File: config.mk
export PLATFORM = sky130hd
export DESIGN_NAME = adc_control_and_result
export DESIGN_NICKNAME = d
export VERILOG_FILES = /design/src/common/adc_ctrl_pkg.sv /design/src/hw/adc_clk_divider.sv /design/src/hw/adc_control_and_result.sv
export SDC_FILE = /design/constraint.sdc
export NUM_CORES = 1
export LEC_CHECK = 0
export ABC_AREA = 1
export CAP_MARGIN = 5
export CORE_MARGIN = 5
export CORE_UTILIZATION = 35
export CTS_BUF_LIST = sky130_fd_sc_hd__clkbuf_16
export DETAILED_ROUTE_END_ITERATION = 6
export DONT_BUFFER_PORTS = 1
export GPL_TIMING_DRIVEN = 1
export HOLD_SLACK_MARGIN = 0.12
export PLACE_DENSITY = 0.59
export SETUP_SLACK_MARGIN = 0.3
export SLEW_MARGIN = 40
export SYNTH_ARGS = -nofsm -noshare
export SYNTH_HDL_FRONTEND = slang
export SYNTH_SLANG_ARGS = --single-unit
File: constraint.sdc
create_clock -name i_sys_clk -period 1.5 [get_ports i_sys_clk]
set_input_delay 0.225 -clock i_sys_clk [delete_from_list [all_inputs] [get_ports i_sys_clk]]
set_output_delay 0.225 -clock i_sys_clk [all_outputs]
set_load 0.005 [all_outputs]
File: src/common/adc_ctrl_pkg.sv
// shared constants, types and register map of the converter control block
package adc_ctrl_pkg;

	// register indexes; byte address is four times the index
	localparam logic [9:0] IDX_RESULT_LOW   = 10'h078;
	localparam logic [9:0] IDX_RESULT_HIGH  = 10'h079;
	localparam logic [9:0] IDX_CTRL_STATUS  = 10'h07A;
	localparam logic [9:0] IDX_TRIG_SOURCE  = 10'h07B;
	localparam logic [9:0] IDX_CHAN_REF_SEL = 10'h07C;

	// converter_control_status fields
	localparam int CTRL_EN_BIT    = 7;
	localparam int CTRL_START_BIT = 6;
	localparam int CTRL_AUTO_BIT  = 5;
	localparam int CTRL_FLAG_BIT  = 4;
	localparam int CTRL_IE_BIT    = 3;
	localparam int CTRL_DIV_LSB   = 0;

	// channel_reference_select fields
	localparam int MUX_REF_LSB  = 6;
	localparam int MUX_LEFT_BIT = 5;
	localparam int MUX_CHAN_LSB = 0;

	// values after reset
	localparam logic [7:0]  CTRL_RST   = 8'h00;
	localparam logic [7:0]  MUX_RST    = 8'h00;
	localparam logic [2:0]  TRIG_RST   = 3'h0;
	localparam logic [9:0]  RESULT_RST = 10'h000;

	// conversion lengths in converter clock cycles
	localparam int         CONV_CYC_FIRST  = 25;
	localparam int         CONV_CYC_NORMAL = 13;
	localparam logic [4:0] CONV_LAST_FIRST  = 5'(CONV_CYC_FIRST - 1);
	localparam logic [4:0] CONV_LAST_NORMAL = 5'(CONV_CYC_NORMAL - 1);

	// result code limits
	localparam logic [9:0] SE_MAX   = 10'h3FF;
	localparam logic [9:0] DIFF_MAX = 10'h1FF;
	localparam logic [9:0] DIFF_MIN = 10'h200;

	// channel codes for the two single-ended internal sources
	localparam logic [4:0] CHAN_BANDGAP = 5'h1E;
	localparam logic [4:0] CHAN_GROUND  = 5'h1F;

	// trigger source code for free running
	localparam logic [2:0] TRIG_FREE_RUN = 3'h0;

	typedef enum logic [1:0] {
		REF_EXT_PIN  = 2'h0,
		REF_SUPPLY   = 2'h1,
		REF_RESERVED = 2'h2,
		REF_INTERNAL = 2'h3
	} ref_sel_t;

	typedef enum logic [2:0] {
		ST_OFF  = 3'b001,
		ST_IDLE = 3'b010,
		ST_CONV = 3'b100
	} conv_state_t;

	typedef struct packed {
		logic        psel;
		logic        penable;
		logic        pwrite;
		logic [11:0] paddr;
		logic [31:0] pwdata;
	} apb_req_t;

	typedef struct packed {
		logic [31:0] prdata;
		logic        pready;
		logic        pslverr;
	} apb_rsp_t;

	typedef struct packed {
		logic       power;
		ref_sel_t   ref_sel;
		logic       ref_valid;
		logic [4:0] channel;
		logic       differential;
		logic       sample;
	} ana_ctrl_t;

endpackage

File: src/hw/adc_clk_divider.sv
// converter clock prescaler producing one tick per converter clock period
`timescale 1ns/100ps
module adc_clk_divider (
	// clock and reset
	input  wire logic       i_sys_clk,
	input  wire logic       i_srst,
	// control
	input  wire logic       i_run,
	input  wire logic [2:0] i_div_sel,
	// converter clock tick
	output logic            o_tick
);
	logic [6:0] cnt_ff;
	logic [6:0] limit;
	logic [2:0] shamt;

	// codes 0 and 1 both divide by two
	always_comb begin
		shamt = (i_div_sel < 3'h2) ? 3'h1 : i_div_sel;
		limit = 7'((8'h01 << shamt) - 8'h01);
	end

	always_ff @(posedge i_sys_clk) begin
		if (i_srst || !i_run) begin
			cnt_ff <= 7'h00;
		end else if (cnt_ff == limit) begin
			cnt_ff <= 7'h00;
		end else begin
			cnt_ff <= cnt_ff + 7'h01;
		end
	end

	always_ff @(posedge i_sys_clk) begin
		if (i_srst) begin
			o_tick <= 1'b0;
		end else begin
			o_tick <= i_run && (cnt_ff == limit);
		end
	end
endmodule // adc_clk_divider

File: src/hw/adc_control_and_result.sv
// control, trigger, result and register logic of the 10-bit converter
//
// How it works
// single-ended result unsigned 10 bits, clamped to 0x3FF at the reference.
// differential result two's complement -512..+511, clamped at both the positive and the negative limit.
// reference select 00 pin, 01 supply, 10 reserved, 11 internal 1.1V.
// reference and channel changes apply only to the next conversion.
// left adjust changes result presentation at once, even mid conversion.
// right adjusted: low byte bits 7:0, high byte bits 9:8, rest zero.
// channel codes decode to single, differential, bandgap and ground inputs.
// enable powers converter; clearing it aborts a running conversion.
// writing one to start begins a conversion; software only kicks free running.
// first conversion after enabling takes 25 converter cycles, others 13.
// start bit reads one while converting; writing zero does nothing.
// with auto trigger, rising edge of selected trigger starts a conversion.
// done flag sets when a conversion finishes and result is stored.
// done flag clears on interrupt acknowledge or written one; zero ignored.
// interrupt raised while flag, its enable and global enable are set.
// prescaler divides by 2,2,4,8,16,32,64,128 to make converter clock.
// left adjusted: high byte bits 9:2, low byte 7:6 bits 1:0.
// reading low byte freezes result until high byte is read.
// trigger source 0 is free running; switching to it is no trigger.
// free running restarts on each rising edge of the done flag.
// reserved reference code stays readable, marked undefined, raises no error.
//
// The APB slave port is this design's own decision.
`timescale 1ns/100ps
module adc_control_and_result (
	// clock and reset
	input  wire logic                     i_sys_clk,
	input  wire logic                     i_srst,
	// register bus
	input  wire adc_ctrl_pkg::apb_req_t   i_apb,
	output      adc_ctrl_pkg::apb_rsp_t   o_apb,
	// sampling array
	input  wire logic [10:0]              i_sar_code,
	output      adc_ctrl_pkg::ana_ctrl_t  o_ana,
	// triggers and interrupt
	input  wire logic [7:1]               i_trig_flags,
	input  wire logic                     i_global_irq_en,
	input  wire logic                     i_irq_ack,
	output logic                          o_done_irq
);
	import adc_ctrl_pkg::*;

	logic        enable_ff;
	logic        auto_ff;
	logic        ie_ff;
	logic [2:0]  div_sel_ff;
	logic        flag_ff;
	logic [1:0]  ref_ff;
	logic        left_ff;
	logic [4:0]  chan_ff;
	logic [2:0]  trig_src_ff;
	logic [2:0]  src_prev_ff;
	logic        trig_prev_ff;
	logic [9:0]  result_ff;
	logic        lock_ff;
	logic        init_ff;
	logic        long_ff;
	logic [4:0]  tick_cnt_ff;
	conv_state_t state_ff;
	ana_ctrl_t   ana_ff;
	apb_rsp_t    rsp_ff;

	logic        acc;
	logic        fire;
	logic        aligned;
	logic [9:0]  idx;
	logic [7:0]  wd;
	logic        wr_ctrl;
	logic        wr_mux;
	logic        wr_trig;
	logic        rd_low;
	logic        rd_high;
	logic        disable_wr;
	logic        tick;
	logic        busy;
	logic        conv_done;
	logic        sw_start;
	logic        auto_start;
	logic        start_ok;
	logic [7:0]  trig_vec;
	logic        trig_now;
	logic        trig_edge;
	logic [9:0]  conv_code;
	logic [7:0]  lo_view;
	logic [7:0]  hi_view;
	logic [7:0]  ctrl_view;
	logic [7:0]  rd_view;
	logic        rd_hit;

	// bus decode: access phase takes two cycles, pready on the second
	assign acc     = i_apb.psel && i_apb.penable && !rsp_ff.pready;
	assign fire    = i_apb.psel && i_apb.penable && rsp_ff.pready;
	assign aligned = (i_apb.paddr[1:0] == 2'h0);
	assign idx     = i_apb.paddr[11:2];
	assign wd      = i_apb.pwdata[7:0];
	assign wr_ctrl = fire && i_apb.pwrite && aligned && (idx == IDX_CTRL_STATUS);
	assign wr_mux  = fire && i_apb.pwrite && aligned && (idx == IDX_CHAN_REF_SEL);
	assign wr_trig = fire && i_apb.pwrite && aligned && (idx == IDX_TRIG_SOURCE);
	assign rd_low  = acc && !i_apb.pwrite && aligned && (idx == IDX_RESULT_LOW);
	assign rd_high = acc && !i_apb.pwrite && aligned && (idx == IDX_RESULT_HIGH);

	assign disable_wr = wr_ctrl && !wd[CTRL_EN_BIT];
	assign busy       = (state_ff == ST_CONV);

	adc_clk_divider u_div (
		.i_sys_clk (i_sys_clk),
		.i_srst    (i_srst),
		.i_run     (busy),
		.i_div_sel (div_sel_ff),
		.o_tick    (tick)
	);

	// a disable in the completing cycle wins and drops the result
	assign conv_done = busy && tick && !disable_wr &&
		(tick_cnt_ff == (long_ff ? CONV_LAST_FIRST : CONV_LAST_NORMAL));

	// trigger selection; source 0 watches our own done flag
	assign trig_vec  = {i_trig_flags, flag_ff};
	assign trig_now  = trig_vec[trig_src_ff];
	assign trig_edge = trig_now && !trig_prev_ff &&
		!((trig_src_ff == TRIG_FREE_RUN) && (src_prev_ff != TRIG_FREE_RUN));

	assign sw_start   = wr_ctrl && wd[CTRL_START_BIT] && wd[CTRL_EN_BIT];
	assign auto_start = auto_ff && enable_ff && trig_edge;
	assign start_ok   = (sw_start || auto_start) && !busy && !disable_wr;

	// result views follow left adjust live
	always_comb begin
		if (left_ff) begin
			hi_view = result_ff[9:2];
			lo_view = {result_ff[1:0], 6'h00};
		end else begin
			hi_view = {6'h00, result_ff[9:8]};
			lo_view = result_ff[7:0];
		end
	end

	assign ctrl_view = {enable_ff, busy, auto_ff, flag_ff, ie_ff, div_sel_ff};

	always_comb begin
		rd_view = 8'h00;
		rd_hit  = aligned;
		case (idx)
			IDX_RESULT_LOW:   rd_view = lo_view;
			IDX_RESULT_HIGH:  rd_view = hi_view;
			IDX_CTRL_STATUS:  rd_view = ctrl_view;
			IDX_TRIG_SOURCE:  rd_view = {5'h00, trig_src_ff};
			IDX_CHAN_REF_SEL: rd_view = {ref_ff, left_ff, chan_ff};
			default:          rd_hit  = 1'b0;
		endcase
	end

	// raw array code: single-ended unsigned, differential signed 11 bits
	always_comb begin
		if (ana_ff.differential) begin
			if (!i_sar_code[10] && i_sar_code[9]) begin
				conv_code = DIFF_MAX;
			end else if (i_sar_code[10] && !i_sar_code[9]) begin
				conv_code = DIFF_MIN;
			end else begin
				conv_code = i_sar_code[9:0];
			end
		end else begin
			conv_code = i_sar_code[10] ? SE_MAX : i_sar_code[9:0];
		end
	end

	// bus response
	always_ff @(posedge i_sys_clk) begin
		if (i_srst) begin
			rsp_ff <= '0;
		end else begin
			rsp_ff.pready <= acc;
			if (acc) begin
				rsp_ff.prdata  <= i_apb.pwrite ? 32'h0000_0000 : {24'h00_0000, rd_view};
				rsp_ff.pslverr <= !rd_hit;
			end else if (fire) begin
				rsp_ff.pslverr <= 1'b0;
			end
		end
	end

	// control fields of converter_control_status
	always_ff @(posedge i_sys_clk) begin
		if (i_srst) begin
			enable_ff  <= CTRL_RST[CTRL_EN_BIT];
			auto_ff    <= CTRL_RST[CTRL_AUTO_BIT];
			ie_ff      <= CTRL_RST[CTRL_IE_BIT];
			div_sel_ff <= CTRL_RST[CTRL_DIV_LSB +: 3];
		end else if (wr_ctrl) begin
			enable_ff  <= wd[CTRL_EN_BIT];
			auto_ff    <= wd[CTRL_AUTO_BIT];
			ie_ff      <= wd[CTRL_IE_BIT];
			div_sel_ff <= wd[CTRL_DIV_LSB +: 3];
		end
	end

	// done flag: completion wins over any clear
	always_ff @(posedge i_sys_clk) begin
		if (i_srst) begin
			flag_ff <= CTRL_RST[CTRL_FLAG_BIT];
		end else if (conv_done) begin
			flag_ff <= 1'b1;
		end else if (i_irq_ack || (wr_ctrl && wd[CTRL_FLAG_BIT])) begin
			flag_ff <= 1'b0;
		end
	end

	// channel_reference_select and trigger source
	always_ff @(posedge i_sys_clk) begin
		if (i_srst) begin
			ref_ff  <= MUX_RST[MUX_REF_LSB +: 2];
			left_ff <= MUX_RST[MUX_LEFT_BIT];
			chan_ff <= MUX_RST[MUX_CHAN_LSB +: 5];
		end else if (wr_mux) begin
			ref_ff  <= wd[MUX_REF_LSB +: 2];
			left_ff <= wd[MUX_LEFT_BIT];
			chan_ff <= wd[MUX_CHAN_LSB +: 5];
		end
	end

	always_ff @(posedge i_sys_clk) begin
		if (i_srst) begin
			trig_src_ff  <= TRIG_RST;
			src_prev_ff  <= TRIG_RST;
			trig_prev_ff <= 1'b0;
		end else begin
			if (wr_trig) begin
				trig_src_ff <= wd[2:0];
			end
			src_prev_ff  <= trig_src_ff;
			trig_prev_ff <= trig_now;
		end
	end

	// conversion sequencing
	always_ff @(posedge i_sys_clk) begin
		if (i_srst) begin
			state_ff <= ST_OFF;
		end else if (disable_wr) begin
			state_ff <= ST_OFF;
		end else if (start_ok) begin
			state_ff <= ST_CONV;
		end else begin
			case (state_ff)
				ST_OFF:  state_ff <= enable_ff ? ST_IDLE : ST_OFF;
				ST_IDLE: state_ff <= enable_ff ? ST_IDLE : ST_OFF;
				ST_CONV: state_ff <= conv_done ? ST_IDLE : ST_CONV;
				default: state_ff <= ST_OFF;
			endcase
		end
	end

	// first conversion after enabling runs long
	always_ff @(posedge i_sys_clk) begin
		if (i_srst) begin
			init_ff <= 1'b1;
			long_ff <= 1'b0;
		end else if (start_ok) begin
			init_ff <= 1'b0;
			long_ff <= init_ff;
		end else if (!enable_ff) begin
			init_ff <= 1'b1;
		end
	end

	always_ff @(posedge i_sys_clk) begin
		if (i_srst || start_ok) begin
			tick_cnt_ff <= 5'h00;
		end else if (busy && tick) begin
			tick_cnt_ff <= tick_cnt_ff + 5'h01;
		end
	end

	// settings reach the array only at conversion start
	always_ff @(posedge i_sys_clk) begin
		if (i_srst) begin
			ana_ff <= '0;
		end else begin
			ana_ff.power  <= enable_ff && !disable_wr;
			ana_ff.sample <= start_ok;
			if (start_ok) begin
				ana_ff.ref_sel      <= ref_sel_t'(ref_ff);
				ana_ff.ref_valid    <= (ref_ff != REF_RESERVED);
				ana_ff.channel      <= chan_ff;
				ana_ff.differential <= chan_ff[4] && (chan_ff != CHAN_BANDGAP) &&
					(chan_ff != CHAN_GROUND);
			end
		end
	end

	// result store with read lock
	always_ff @(posedge i_sys_clk) begin
		if (i_srst) begin
			result_ff <= RESULT_RST;
		end else if (conv_done && !lock_ff) begin
			result_ff <= conv_code;
		end
	end

	always_ff @(posedge i_sys_clk) begin
		if (i_srst) begin
			lock_ff <= 1'b0;
		end else if (rd_high) begin
			lock_ff <= 1'b0;
		end else if (rd_low) begin
			lock_ff <= 1'b1;
		end
	end

	always_ff @(posedge i_sys_clk) begin
		if (i_srst) begin
			o_done_irq <= 1'b0;
		end else begin
			o_done_irq <= flag_ff && ie_ff && i_global_irq_en;
		end
	end

	assign o_apb = rsp_ff;
	assign o_ana = ana_ff;
endmodule // adc_control_and_result
# After elaboration in Yosys (flattened, before gate mapping)
# Index checks and enable logic that the tools add are counted.
[word_totals]
in_bits = 69
reg_bits = 97
output_inout_bits = 46
elab_cells = 134
[op_classes]
n_addsub = 3
n_mux = 23
reduce_logical = 61
order_cmp = 2
shift = 1
n_eq_ne = 14
[ops]
columns = ["operator", "count"]
rows = [
  ["$eq 10x7->1 const B", 5],
  ["$mux 10", 4],
  ["$pmux 8 s5", 1],
  ["$logic_and 1x1->1", 35],
  ["$mux 8", 3],
  ["$logic_not 1->1", 11],
  ["$ne 5x5->1 const B", 2],
  ["$mux 3", 3],
  ["$mux 1", 8],
  ["$reduce_or 2->1", 4],
  ["$add 7x1->7 const B", 1],
  ["$eq 7x7->1", 1],
  ["$shl 1x3->7 const A", 1],
  ["$sub 7x1->7 const B", 1],
  ["$pmux 3 s2", 1],
  ["$add 5x1->5 const B", 1],
  ["$eq 5x5->1", 1],
  ["$mux 5", 1],
  ["$reduce_or 5->1", 1],
  ["$logic_or 1x1->1", 4],
  ["$lt 3x4->1 const B", 1],
  ["$reduce_bool 2->1", 2],
  ["$bmux 1 s3", 1],
  ["$eq 3x1->1 const B", 1],
  ["other kinds (10)", 10],
]

# Depth between registers and ports, before layout
[depth]
depth_word = 12
ltp_mapped = 12
mapped_depth_nobuf = 11

# Cells and area by module
# Synthesis repeated with hierarchy kept, for this count alone.
[unflattened]
hier_cells = 616
area_unflattened_um2 = 4177.8
[modules_own_cells]
columns = ["module", "instances", "cells_each", "area_per_inst_um2", "seq_area_each_um2"]
rows = [
  ["adc_control_and_result", 1, 551, 3688.5, 1301.2],
  ["adc_clk_divider", 1, 65, 489.2, 160.2],
]

# Worst setup path after synthesis
# Ideal clock, no wire load.
[synth_timing]
path_type = "input -> register"
start = "input i_apb[33] (netlist name)"
end = "register long_ff"
required_ns = 1.386
setup_slack_ns = 0.118
setup_ns = 0.114
arrival_time_ns = 1.268
path_stages = 11
path_buffers = 1
cell_sequence = "nor2_1 > nand2_1 > nor2_1 > inv_2 > nor2_2 > nand2_1 > nand2_2 > nand2_4 > buf_6 > nand3_1 > nand2_1"
[synth_between]
elab_chain_len = 8
word_cells_on_any_way = 10
classes_between = "reduce/logical: 10"
[synth_lines]
columns = ["item", "line", "rtl"]
rows = [
  ["from (decl)", "adc_control_and_result.sv:33", "input wire adc_ctrl_pkg::apb_req_t i_apb,"],
  ["$logic_not 2->1 *", "adc_control_and_result.sv:96", "assign aligned = (i_apb.paddr[1:0] == 2'h0);"],
  ["$logic_and 1x1->1 * (2 in a row)", "adc_control_and_result.sv:99", "assign wr_ctrl = fire && i_apb.pwrite && aligned && (idx == IDX_CTRL_STATUS);"],
  ["$logic_and 1x1->1 (2 in a row)", "adc_control_and_result.sv:126", "assign sw_start = wr_ctrl && wd[CTRL_START_BIT] && wd[CTRL_EN_BIT];"],
  ["$logic_or 1x1->1", "adc_control_and_result.sv:128", "assign start_ok = (sw_start || auto_start) && !busy && !disable_wr;"],
  ["$logic_and 1x1->1", "adc_control_and_result.sv:128", ""],
  ["$logic_and 1x1->1 *", "adc_control_and_result.sv:128", ""],
  ["to (signal assigned)", "adc_control_and_result.sv:264", "long_ff <= init_ff;"],
  ["to (decl)", "adc_control_and_result.sv:60", "logic long_ff;"],
]
# Mark *: on every way between the ends. The rest lies on a longest branch, timed or not.
# A chain may end at the register's enable or synchronous reset.

# Final worst setup path
[layout_timing]
start = "register tick_cnt_ff[0]"
end = "register result_ff[5]"
[layout_between]
elab_chain_len = 3
[layout_lines]
columns = ["item", "line", "rtl"]
rows = [
  ["from (decl)", "adc_control_and_result.sv:61", "logic [4:0] tick_cnt_ff;"],
  ["from (signal assigned)", "adc_control_and_result.sv:274", "tick_cnt_ff <= tick_cnt_ff + 5'h01;"],
  ["$eq 5x5->1", "adc_control_and_result.sv:118", "(tick_cnt_ff == (long_ff ? CONV_LAST_FIRST : CONV_LAST_NORMAL));"],
  ["$logic_and 1x1->1", "adc_control_and_result.sv:117", "assign conv_done = busy && tick && !disable_wr &&"],
  ["$logic_and 1x1->1", "adc_control_and_result.sv:299", "end else if (conv_done && !lock_ff) begin"],
  ["to (signal assigned)", "adc_control_and_result.sv:300", "result_ff <= conv_code;"],
  ["to (decl)", "adc_control_and_result.sv:57", "logic [9:0] result_ff;"],
]
# Every way passes these cells.

==> impl_metrics.yaml <==
setup_path:
  worstSetupPathType: "reg2reg"
  worstPathCellList: "inv_2 > ha_4 > nand4_1 > nor2_4 > nand3b_1 > buf_6 > clkbuf_16 > o21ai_1 > nor2_1"
  cp-start-kind: "flip-flop"
  crit_path_end_kind: "flip-flop"
  crit_fanout: 5
  crit_path_top_delay_cell: "dfxtp_2"
  worst_ep_required_time_ns: 1.73
  arrival_ns: 1.74
  cpPeakStageDelay_ns: 0.33
final_layout:
  drive_gt1_frac: 0.349
  n_antenna_cell: 0
  syn2layout_area_growth_pct: 36.8
  final_cell_mix: "nand2_1 (82), nor2_1 (72), dfxtp_1 (58), inv_1 (57), buf_4 (38)"
  final_common_cell: "nand2_1"
  layout.nets: 711
floorplanning:
  ios: 115
  core_sq_um: 11000
  dieArea_sq_um: 13600
  start_util: 0.361
  chipHeight_um: 116
  rows: 38
  die_w_um: 116
outcome:
  status: "finished with violations"
  violations: "negative setup slack"
pwr:
  peakVddDrop_mv: 0.583
  power.density_nw_per_um2: 791
  total_power_w: 0.00429
  power_leakage_nw: 2.33
clocking:
  cts_max_level: 3
  worst_skew_pair.late_latency_ns: 0.33
  clk_pin_slew_worst_paths_ns: 0.06
  cts_root_buf: "clkbuf_16"
  numCtsBuffers: 9
  cts.sinks: 73
  cts_tree: "done"
  clk_path_buf_depth: 2
placement:
  dp_hpwl_um: 8210
  portBuffers: 0
  dp_slack_ns: -0.0791
  place_congestion: 0.908
sta:
  min_period_ns: 1.51
  fin_crit_sh: 1.01
  hold_viol_final: 0
  relSlewSlack: 0.582
  worst_pin_slew_ns: 0.627
  setup_ws_ns: -0.0119
  finalMaxSlewViolations: 0
  max_freq_ghz: 0.661
  final.setup_skew_ns: 0.00460
  rsz0062_at_grt: "yes"
  finalSetupViolations: 5
logic_synthesis:
  synthDistinctLibCells: 38
  synth_edf_count: 0
  syn-instance-count: 577
  syn_area_sq_um: 3960
  syn_avg_cell_area_sq_um: 6.87
  synth_flop_cell: "dfxtp_1"
  synth_warnings: 0
  seq_area_frac_synth: 0.369
  postSynth.asyncResetShare: 0
  ys_seq_elements: 73
detailed_routing:
  wl_per_cell_um: 14.5
  postRouteAntennaNets: 0
  drtPass1Iterations: 4
  wl_um: 11400
  drt_iter0_markers: 204
  vias_per_cell: 4.86
  vias: 3807
  drcViolationCount: 0
grt:
  grt_first_pass_wirelength_um: 17300
  grt_max_degree: 30
  track_usage: 0.164
  grt_pass1_vias: 3526
  grt_overflow: 0
  antenna_found_initial: 0
flow_run:
  drv_cap: 0
min_path:
  min_path_type: "in2reg"
[area by class of cell]
| class | instances | area [sq um] |
|---|---|---|
| clock buffer | 9 | 225 |
| clock inverter | 7 | 70.1 |
| fill | 1063 | 5560 |
| inverter | 74 | 290 |
| multi-input combinational | 411 | 2460 |
| sequential | 73 | 1500 |
| tap | 140 | 175 |
| timing repair buffer | 70 | 708 |
[synth_stat cells (2+ instances only)]
library cell,count,area share
nor3_1,6,0.0076
o22ai_1,9,0.014
buf_4,25,0.047
nor2_4,5,0.014
inv_2,5,0.0047
nand2_2,5,0.0079
nand2_4,2,0.0057
buf_6,2,0.0057
o21ai_1,3,0.0038
o21bai_1,2,0.0038
a211oi_2,2,0.0063
ha_1,3,0.0095
nor2_2,5,0.0079
a21oi_1,20,0.025
nand3_1,43,0.054
nand3b_1,6,0.011
a211oi_1,8,0.015
o211ai_1,4,0.0076
o21ai_0,27,0.034
nand2_1,104,0.098
dfxtp_1,73,0.37
nor2_1,97,0.092
nand4_1,21,0.033
inv_1,68,0.064
xor2_1,7,0.015
clkbuf_1,9,0.0085
buf_2,5,0.0063
[worst max-delay path, delay by kind of cell (launching register included)]
kind                       cells  cell delay (ns)
and+or+nand+nor                4             0.46
DFF                            1             0.33
AOI/OAI and AO/OA              1             0.11
adders and majority gates      1             0.13
buffers and inverters          3             0.38
[power breakdown]
part	internal, W	total [W]	switching (W)
sequential	0.00193	0.00193	0.00000247
clock	0.00129	0.00211	0.000829
combinational	0.0000854	0.000245	0.000159
total	0.00330	0.00429	0.000991
[flip-flops by register name, summed over array words and instances (netlist names), 2 cells and up]
name	flops
o_ana	11
o_apb	10
result_ff	10
u_div.cnt_ff	7
chan_ff	5
tick_cnt_ff	5
div_sel_ff	3
src_prev_ff	3
state_ff	3
trig_src_ff	3
ref_ff	2
[final timing paths]
check                                    from                         end  slack (ns)  cells after the start
hold / removal                       i_apb[6]      ref_ff[0]$_SDFFE_PP0P_        0.12                      2
hold reg to reg    u_div.cnt_ff[0]$_SDFF_PP0_  u_div.cnt_ff[0]$_SDFF_PP0_        0.45                      1
setup reg to reg  tick_cnt_ff[0]$_SDFFE_PP0P_   result_ff[5]$_SDFFE_PP0P_       -0.01                      9
setup / recovery  tick_cnt_ff[0]$_SDFFE_PP0P_   result_ff[5]$_SDFFE_PP0P_       -0.01                      9
[repair_timing]
| action | in CTS | in global routing |
|---|---|---|
| cloned | 4 | 2 |
| buffers inserted | 8 | 11 |
| gates resized for setup | 85 | 68 |
| hold buffers | 7 | 0 |
| endpoints found under the hold margin | 32 | 0 |
| pin swaps | 21 | 51 |
| setup endpoints to repair | 65 | 62 |
[cell families (layout without fill, tap and decap cells)]
| logic type | count (synthesis) | count (layout) | share of synthesized area |
|---|---|---|---|
| other | 1 | 24 | 0.000946 |
| AOI/OAI and AO/OA | 79 | 79 | 0.121 |
| DFF | 73 | 73 | 0.369 |
| muxes | 1 | 1 | 0.00284 |
| and+or+nand+nor | 296 | 296 | 0.341 |
| xor gates and xnor gates | 8 | 8 | 0.0177 |
| buffers and inverters | 116 | 160 | 0.139 |
| adders and majority gates | 3 | 3 | 0.00947 |
[layer usage]
| metal | track usage | up-vias | part of all wire |
|---|---|---|---|
| li1 | - | 1953 | - |
| met1 | 0.215 | 1746 | 0.45 |
| met2 | 0.267 | 93 | 0.47 |
| met3 | 0.0383 | 15 | 0.063 |
| met4 | 0.0541 | 0 | 0.015 |
| met5 | 0 | - | 0 |
[metrics by stage]
| step | cell area [sq um] | TNS (ns) | util | hold WS (ns) | instances |
|---|---|---|---|---|---|
| floorplan | 4130 | 0 | - | 0.364 | 600 |
| global placement | 4340 | -0.0526 | 0.395 | 0.301 | 736 |
| detailed placement | 4340 | -0.659 | 0.395 | 0.302 | 736 |
| CTS | 5070 | 0 | 0.462 | 0.124 | 771 |
| global route | 5420 | -1.48 | 0.494 | 0.142 | 784 |
| finish | 5420 | -0.0389 | 0.494 | 0.124 | 784 |
No activity file was read; power rests on OpenSTA's default activity.
